<file path="src/hw/rldt_defs.vh">
`ifndef RLDT_DEFS_VH
`define RLDT_DEFS_VH

// ----------------------------------------
// Clock selection codes
// ----------------------------------------
`define RLDT_CSEL_INT0     2'h0
`define RLDT_CSEL_INT1     2'h1
`define RLDT_CSEL_INT2     2'h2
`define RLDT_CSEL_EVENT    2'h3

// ----------------------------------------
// Prescaler divide ratios (cycles per tick)
// ----------------------------------------
`define RLDT_DIV0          8'h02
`define RLDT_DIV1          8'h08
`define RLDT_DIV2          8'h20

// ----------------------------------------
// Trigger source selection codes
// ----------------------------------------
`define RLDT_TRG_SOFT      1'b0
`define RLDT_TRG_EXT       1'b1

// ----------------------------------------
// Interrupt identity of the second channel
// ----------------------------------------
`define RLDT_CH1_IRQ_NUM   8'h24
`define RLDT_CH1_VEC_ADDR  24'hFFFF6C

// ----------------------------------------
// Reset values
// ----------------------------------------
`define RLDT_CNT_RST       16'h0000

`endif

</file>
<file path="src/hw/rldt_timer.v">
`include "rldt_defs.vh"

module rldt_timer #(
	parameter N_CH   = 2,
	parameter CNT_W  = 16
) (
	// Clock and reset
	input  wire                    clock,
	input  wire                    arst_n,
	// Per-channel configuration, bit/field per channel
	input  wire [N_CH-1:0]         cnt_enable,
	input  wire [N_CH-1:0]         clk_sel_hi,
	input  wire [N_CH-1:0]         clk_sel_lo,
	input  wire [N_CH-1:0]         trig_sel_ext,
	input  wire [N_CH-1:0]         reload_mode,
	input  wire [N_CH-1:0]         irq_enable,
	input  wire [N_CH-1:0]         io_service_en,
	input  wire [N_CH-1:0]         irq_clear,
	input  wire [N_CH-1:0]         soft_trig,
	input  wire [N_CH*CNT_W-1:0]   reload_value,
	// External pins
	input  wire [N_CH-1:0]         ext_trig_in,
	input  wire [N_CH-1:0]         ext_event_in,
	// Status and requests
	output wire [N_CH*CNT_W-1:0]   down_count_value,
	output wire [N_CH-1:0]         running,
	output wire [N_CH-1:0]         underflow_flag,
	output wire [N_CH-1:0]         cpu_irq,
	output wire [N_CH-1:0]         io_service_req,
	output wire [N_CH-1:0]         uf_pulse,
	output reg  [7:0]              ch1_irq_num,
	output reg  [23:0]             ch1_vec_addr
);

	// ----------------------------------------
	// Shared prescaler
	// ----------------------------------------
	// One free counter feeds all three rates so channels stay phase aligned
	reg  [7:0] pre_ff;
	wire [7:0] nxt_pre;
	reg  [2:0] tick_ff;
	wire [2:0] nxt_tick;

	assign nxt_pre  = (pre_ff == (`RLDT_DIV2 - 8'h01)) ? 8'h00 : pre_ff + 8'h01;
	assign nxt_tick[0] = (pre_ff[0:0] == 1'b1);
	assign nxt_tick[1] = (pre_ff[2:0] == 3'h7);
	assign nxt_tick[2] = (pre_ff[4:0] == 5'h1F);

	always @(posedge clock or negedge arst_n) begin
		if (!arst_n) begin
			pre_ff  <= 8'h00;
			tick_ff <= 3'h0;
		end else begin
			pre_ff  <= nxt_pre;
			tick_ff <= nxt_tick;
		end
	end

	// ----------------------------------------
	// Fixed interrupt identity outputs
	// ----------------------------------------
	always @(posedge clock or negedge arst_n) begin
		if (!arst_n) begin
			ch1_irq_num  <= 8'h00;
			ch1_vec_addr <= 24'h000000;
		end else begin
			ch1_irq_num  <= `RLDT_CH1_IRQ_NUM;
			ch1_vec_addr <= `RLDT_CH1_VEC_ADDR;
		end
	end

	// ----------------------------------------
	// Channels
	// ----------------------------------------
	genvar g;
	generate
		for (g = 0; g < N_CH; g = g + 1) begin : gen_ch
			reg  [CNT_W-1:0] cnt_ff;
			reg  [CNT_W-1:0] nxt_cnt;
			reg              run_ff;
			reg              nxt_run;
			reg              flag_ff;
			reg              nxt_flag;
			reg              uf_ff;
			reg              nxt_uf;
			reg              sw_d_ff;
			reg              ext_d_ff;
			reg              ev_s1_ff;
			reg              ev_s2_ff;
			reg              ev_d_ff;
			wire [1:0]       csel;
			wire             evt_mode;
			wire             sw_edge;
			wire             ext_edge;
			wire             ev_edge;
			wire             start;
			reg              cnt_tick;

			assign csel     = {clk_sel_hi[g], clk_sel_lo[g]};
			assign evt_mode = (csel == `RLDT_CSEL_EVENT);
			assign sw_edge  = soft_trig[g] & ~sw_d_ff;
			assign ext_edge = ext_trig_in[g] & ~ext_d_ff;
			// Event mode accepts only the soft trigger
			assign start    = cnt_enable[g] & (sw_edge |
				(~evt_mode & (trig_sel_ext[g] == `RLDT_TRG_EXT) & ext_edge));
			// Edge taken between second and third stage, never from the first
			assign ev_edge  = ev_s2_ff & ~ev_d_ff;

			always @* begin
				case (csel)
					`RLDT_CSEL_INT0:  cnt_tick = tick_ff[0];
					`RLDT_CSEL_INT1:  cnt_tick = tick_ff[1];
					`RLDT_CSEL_INT2:  cnt_tick = tick_ff[2];
					`RLDT_CSEL_EVENT: cnt_tick = ev_edge;
					default:          cnt_tick = 1'b0;
				endcase
			end

			always @* begin
				nxt_cnt  = cnt_ff;
				nxt_run  = run_ff;
				nxt_uf   = 1'b0;
				nxt_flag = flag_ff & ~irq_clear[g];
				if (!cnt_enable[g]) begin
					nxt_run = 1'b0;
				end else if (start) begin
					nxt_cnt = reload_value[g*CNT_W +: CNT_W];
					nxt_run = 1'b1;
				end else if (run_ff && cnt_tick) begin
					if (cnt_ff == {CNT_W{1'b0}}) begin
						nxt_uf   = 1'b1;
						nxt_flag = 1'b1;
						if (reload_mode[g]) begin
							nxt_cnt = reload_value[g*CNT_W +: CNT_W];
						end else begin
							nxt_cnt = {CNT_W{1'b1}};
							nxt_run = 1'b0;
						end
					end else begin
						nxt_cnt = cnt_ff - {{(CNT_W-1){1'b0}}, 1'b1};
					end
				end
			end

			always @(posedge clock or negedge arst_n) begin
				if (!arst_n) begin
					cnt_ff   <= `RLDT_CNT_RST;
					run_ff   <= 1'b0;
					flag_ff  <= 1'b0;
					uf_ff    <= 1'b0;
					sw_d_ff  <= 1'b0;
					ext_d_ff <= 1'b0;
					ev_s1_ff <= 1'b0;
					ev_s2_ff <= 1'b0;
					ev_d_ff  <= 1'b0;
				end else begin
					cnt_ff   <= nxt_cnt;
					run_ff   <= nxt_run;
					flag_ff  <= nxt_flag;
					uf_ff    <= nxt_uf;
					sw_d_ff  <= soft_trig[g];
					ext_d_ff <= ext_trig_in[g];
					ev_s1_ff <= ext_event_in[g];
					ev_s2_ff <= ev_s1_ff;
					ev_d_ff  <= ev_s2_ff;
				end
			end

			// Outputs registered once more so the top drives only flops
			reg  [CNT_W-1:0] out_cnt_ff;
			reg              out_run_ff;
			reg              out_flag_ff;
			reg              out_irq_ff;
			reg              out_ios_ff;
			reg              out_ufp_ff;

			always @(posedge clock or negedge arst_n) begin
				if (!arst_n) begin
					out_cnt_ff  <= `RLDT_CNT_RST;
					out_run_ff  <= 1'b0;
					out_flag_ff <= 1'b0;
					out_irq_ff  <= 1'b0;
					out_ios_ff  <= 1'b0;
					out_ufp_ff  <= 1'b0;
				end else begin
					out_cnt_ff  <= cnt_ff;
					out_run_ff  <= run_ff;
					out_flag_ff <= flag_ff;
					out_ufp_ff  <= uf_ff;
					// Service request steals the CPU interrupt while enabled
					out_irq_ff  <= flag_ff & irq_enable[g] & ~io_service_en[g];
					out_ios_ff  <= flag_ff & irq_enable[g] & io_service_en[g];
				end
			end

			// One driver per output slice, straight from the flops
			assign down_count_value[g*CNT_W +: CNT_W] = out_cnt_ff;
			assign running[g]                          = out_run_ff;
			assign underflow_flag[g]                   = out_flag_ff;
			assign cpu_irq[g]                          = out_irq_ff;
			assign io_service_req[g]                   = out_ios_ff;
			assign uf_pulse[g]                         = out_ufp_ff;
		end
	endgenerate

endmodule

</file>
<file path="config.mk">
export PLATFORM = sky130hd
export DESIGN_NAME = rldt_timer
export DESIGN_NICKNAME = d
export VERILOG_FILES = /design/src/hw/rldt_timer.v
export VERILOG_INCLUDE_DIRS = /design/src /design/src/hw
export SDC_FILE = /design/constraint.sdc
export NUM_CORES = 1
export LEC_CHECK = 0
export BUFFER_PORTS_ARGS = -buffer_cell sky130_fd_sc_hd__buf_2
export CAP_MARGIN = 20
export CORE_MARGIN = 2
export CORE_UTILIZATION = 47
export DETAILED_ROUTE_END_ITERATION = 10
export PLACE_DENSITY = 0.86
export SKIP_CTS_REPAIR_TIMING = 1
export SLEW_MARGIN = 5
export SYNTH_ARGS = -nofsm -noshare
export SYNTH_HDL_FRONTEND = slang
export SYNTH_SLANG_ARGS = --single-unit
export TNS_END_PERCENT = 50
</file>
<file path="constraint.sdc">
create_clock -name clock -period 2.2 [get_ports clock]
set_input_delay 0.11 -clock clock [delete_from_list [all_inputs] [get_ports clock]]
set_output_delay 0.11 -clock clock [all_outputs]
set_load 0.02 [all_outputs]
</file>
==> qor.txt <==
Lkg Pwr - 2.72 nW
GRT busiest layer - met2
post-route design area - 5960 um2
clock latency on the worst-skew pair - 0.37 ns
cts bufs inserted - 9
Mapped Area - 4730 um2
initial core utilization - 48.4%
number of synthesized flops with an enable pin - 0
post-synthesis cell count - 436
reg-to-reg endpoint - gen_ch[0].cnt_ff[14]
Clk pin slew, worst setup/hold paths - 0.10 ns
status - finished with violations
initial antenna violation count - 0
number of antenna-violating nets in the routed design - 0
Synth cell types - 64
GRT met2 Usage - 32.4%
post-synth top area cell - dfrtp_1
Die W - 104 um
register area - 2550 um2
largest family of logic cells by synthesized area - compound AO/OA/AOI/OAI gates
endpoint class of the critical path - flop
Synth Area in Adders - 1.85%
# setup viols final - 1
Final WS setup - -0.0240 ns
ys async rst share - 100%
Min-Delay Path Class - in -> reg
Max Cap Violations - 0
nets - 638
Worst path max stage delay - 0.64 ns
final wirelength - 11400 um
vias in the first global route - 3716
critical path depth - 6
Worst Hold Depth - 3
post-synthesis register bit count - 102
total grt overflow - 0
leading post-synthesis cells by cell area - dfrtp_1 54%, buf_4 6.7%, o21ai_0 2.6%, a2bb2oi_1 2.4%, o22ai_1 2.0%
violated checks - negative setup slack
Fillers - 749
clock skew - 0.0107 ns
mux cell area share after synthesis - 1.43%
CP Buf/Inv Count - 1
FMAX - 0.450 GHz
Mean Syn Cell Area - 10.8 um2
Rows - 36
reg2reg start - gen_ch[0].cnt_ff[0]
vias per cell - 5.62
Synth Area in Simple Gates - 15.8%
CP max FO - 5
Worst EP arrival - 2.52 ns
R2R setup slack - -0.02 ns
RSZ-0062 raised after global routing - true
synth warn - 0
part of the cycle the worst path needs - 101%
placed insts - 680
Compound-Gate Fraction of Synth Area - 16.6%
number of port buffers - 119
first-pass GRT wire length - 18100 um
met3 usage - 3.57%
n_diodes - 0
core area - 9770 um2
pin count of the biggest net entering global routing - 45
DRC Markers - 0
io pins - 130
clk sinks - 102
Critical Path Source - gen_ch[0].cnt_ff[0]
hpwl dp - 8030 um
top cells by count, synth - 102 x dfrtp_1, 42 x buf_4, 25 x o21ai_0
Slew HR - 60.1%
XOR/XNOR Fraction of Synth Area - 0.741%
Worst Hold Endpoint - gen_ch[1].cnt_ff[14]
area grow syn2layout - 26.1%
layout cell share with drive strength beyond 1 - 36.6%
top-area cell type share of the netlist area - 54.0%
CP delay by family, top - simple AND/OR/NAND/NOR gates
FF-to-FF path depth - 6
min Tclk post-route - 2.22 ns
M1 GR Usage - 28.3%
maximum root-to-sink buffer count - 2
required time of the critical path - 2.50 ns
most frequent cell after synthesis - dfrtp_1
Wirelength per Cell - 16.0 um
sequential share of the synthesized area - 54.0%
Worst Setup Path Type - reg -> reg
Layout Cells excl Fill - 713
total global-route track usage - 20.7%
Top FF cell, synth - dfrtp_1
placed inst area - 5470 um2
Vert. Die Dim - 104 um
Worst path slowest cell - or4_4
Overall Power - 5.64 mW
worst slew pin tran - 0.592 ns
total iterations of the first detailed-routing run - 6
Final GP Congestion - 0.888
Slew Limit Fails - 0
Vias - 4004
type of origin of the critical path - flop
die footprint - 10900 um2
Fin. Hold Viols - 0
worst hold start - reload_value[30]
DR iter-0 viols - 294
CTS Root Cell - clkbuf_8
area of the multi-input gates - 1910 um2
CTS tree - yes
worst vdd rail ir drop - 0.464 mV
PwrDens - 946 nW/um2
H-tree depth - 3
crit path cell chain - inv_2, ha_4, or4b_4, or4_4, a211o_1, a31oi_1
[final cells by class]
cell class | instances | share of cell area (%)
Clock buffer | 11 | 2.37
Clock inverter | 5 | 0.735
Inverter | 15 | 0.945
Multi-Input combinational cell | 271 | 32.1
Sequential cell | 102 | 42.9
Tap cell | 133 | 2.79
Timing Repair Buffer | 176 | 18.2
[power by group]
part / switching (mW) / leakage (nW) / total (mW) / internal [mW]
Sequential: 0.283 / 1.22 / 2.60 / 2.32
Combinational: 1.12 / 1.40 / 1.93 / 0.812
Clock: 0.646 / 0.0941 / 1.10 / 0.455
[kinds of logic (layout without fill, tap and decap cells)]
family | count (synthesis) | count (layout)
buffers and inverters | 73 | 207
DFF | 102 | 102
AOI/OAI and AO/OA | 115 | 115
and+or+nand+nor | 130 | 131
other | 2 | 11
xor gates and xnor gates | 4 | 4
adders and majority gates | 7 | 7
muxes | 3 | 3
[sequential cells by signal, indices dropped and copies added, names as in the netlist, 3 cells and up]
signal             cells
tick_ff                3
gen_ch.out_cnt_ff     32
pre_ff                 8
gen_ch.cnt_ff         32
[how the worst max path moves through the flow]
stage,end,slack [ns]
6_report,gen_ch[0].cnt_ff[14],-0.02
5_1_grt,gen_ch[0].cnt_ff[14],-0.09
4_1_cts,gen_ch[0].cnt_ff[3],-0.08
3_5_place_dp,gen_ch[0].cnt_ff[3],-0.07
3_3_place_gp,gen_ch[0].cnt_ff[3],0.07
2_1_floorplan,gen_ch[1].cnt_ff[10],0.04
[metrics by stage]
stage	setup WS, ns	hold slack, ns	TNS, ns	util, %
after floorplan	0.0369	-0.186	0	-
after global placement	0.0712	0.142	0	56.0
after detailed placement	-0.0656	0.148	-0.452	56.0
final	-0.0240	0.0106	-0.0240	61.0
after CTS	-0.0800	-0.257	-0.868	57.9
after global routing	-0.0850	0.00256	-0.452	61.0
[routing by layer]
metal  wire, um  vias to the layer above
li1           -                     1835
met5          0                        -
met3        758                       19
met2       5520                      217
met1       4890                     1933
met4        248                        0
[tightest hold or removal path: stages]
cell and delay (ns):
buf_2 0.08, o221ai_1 0.09, nand3_1 0.07
[cells in the final DEF (no fill, tap or decap), types with 15 or more instances in the layout]
cell / instances
a21oi_1: 16
nand3_1: 15
dfrtp_1: 101
buf_4: 42
o21ai_0: 23
nand2_1: 19
buf_2: 118
nor2_1: 18
o22ai_1: 15
nor3_1: 15
Power figures use the tool's default switching activity.
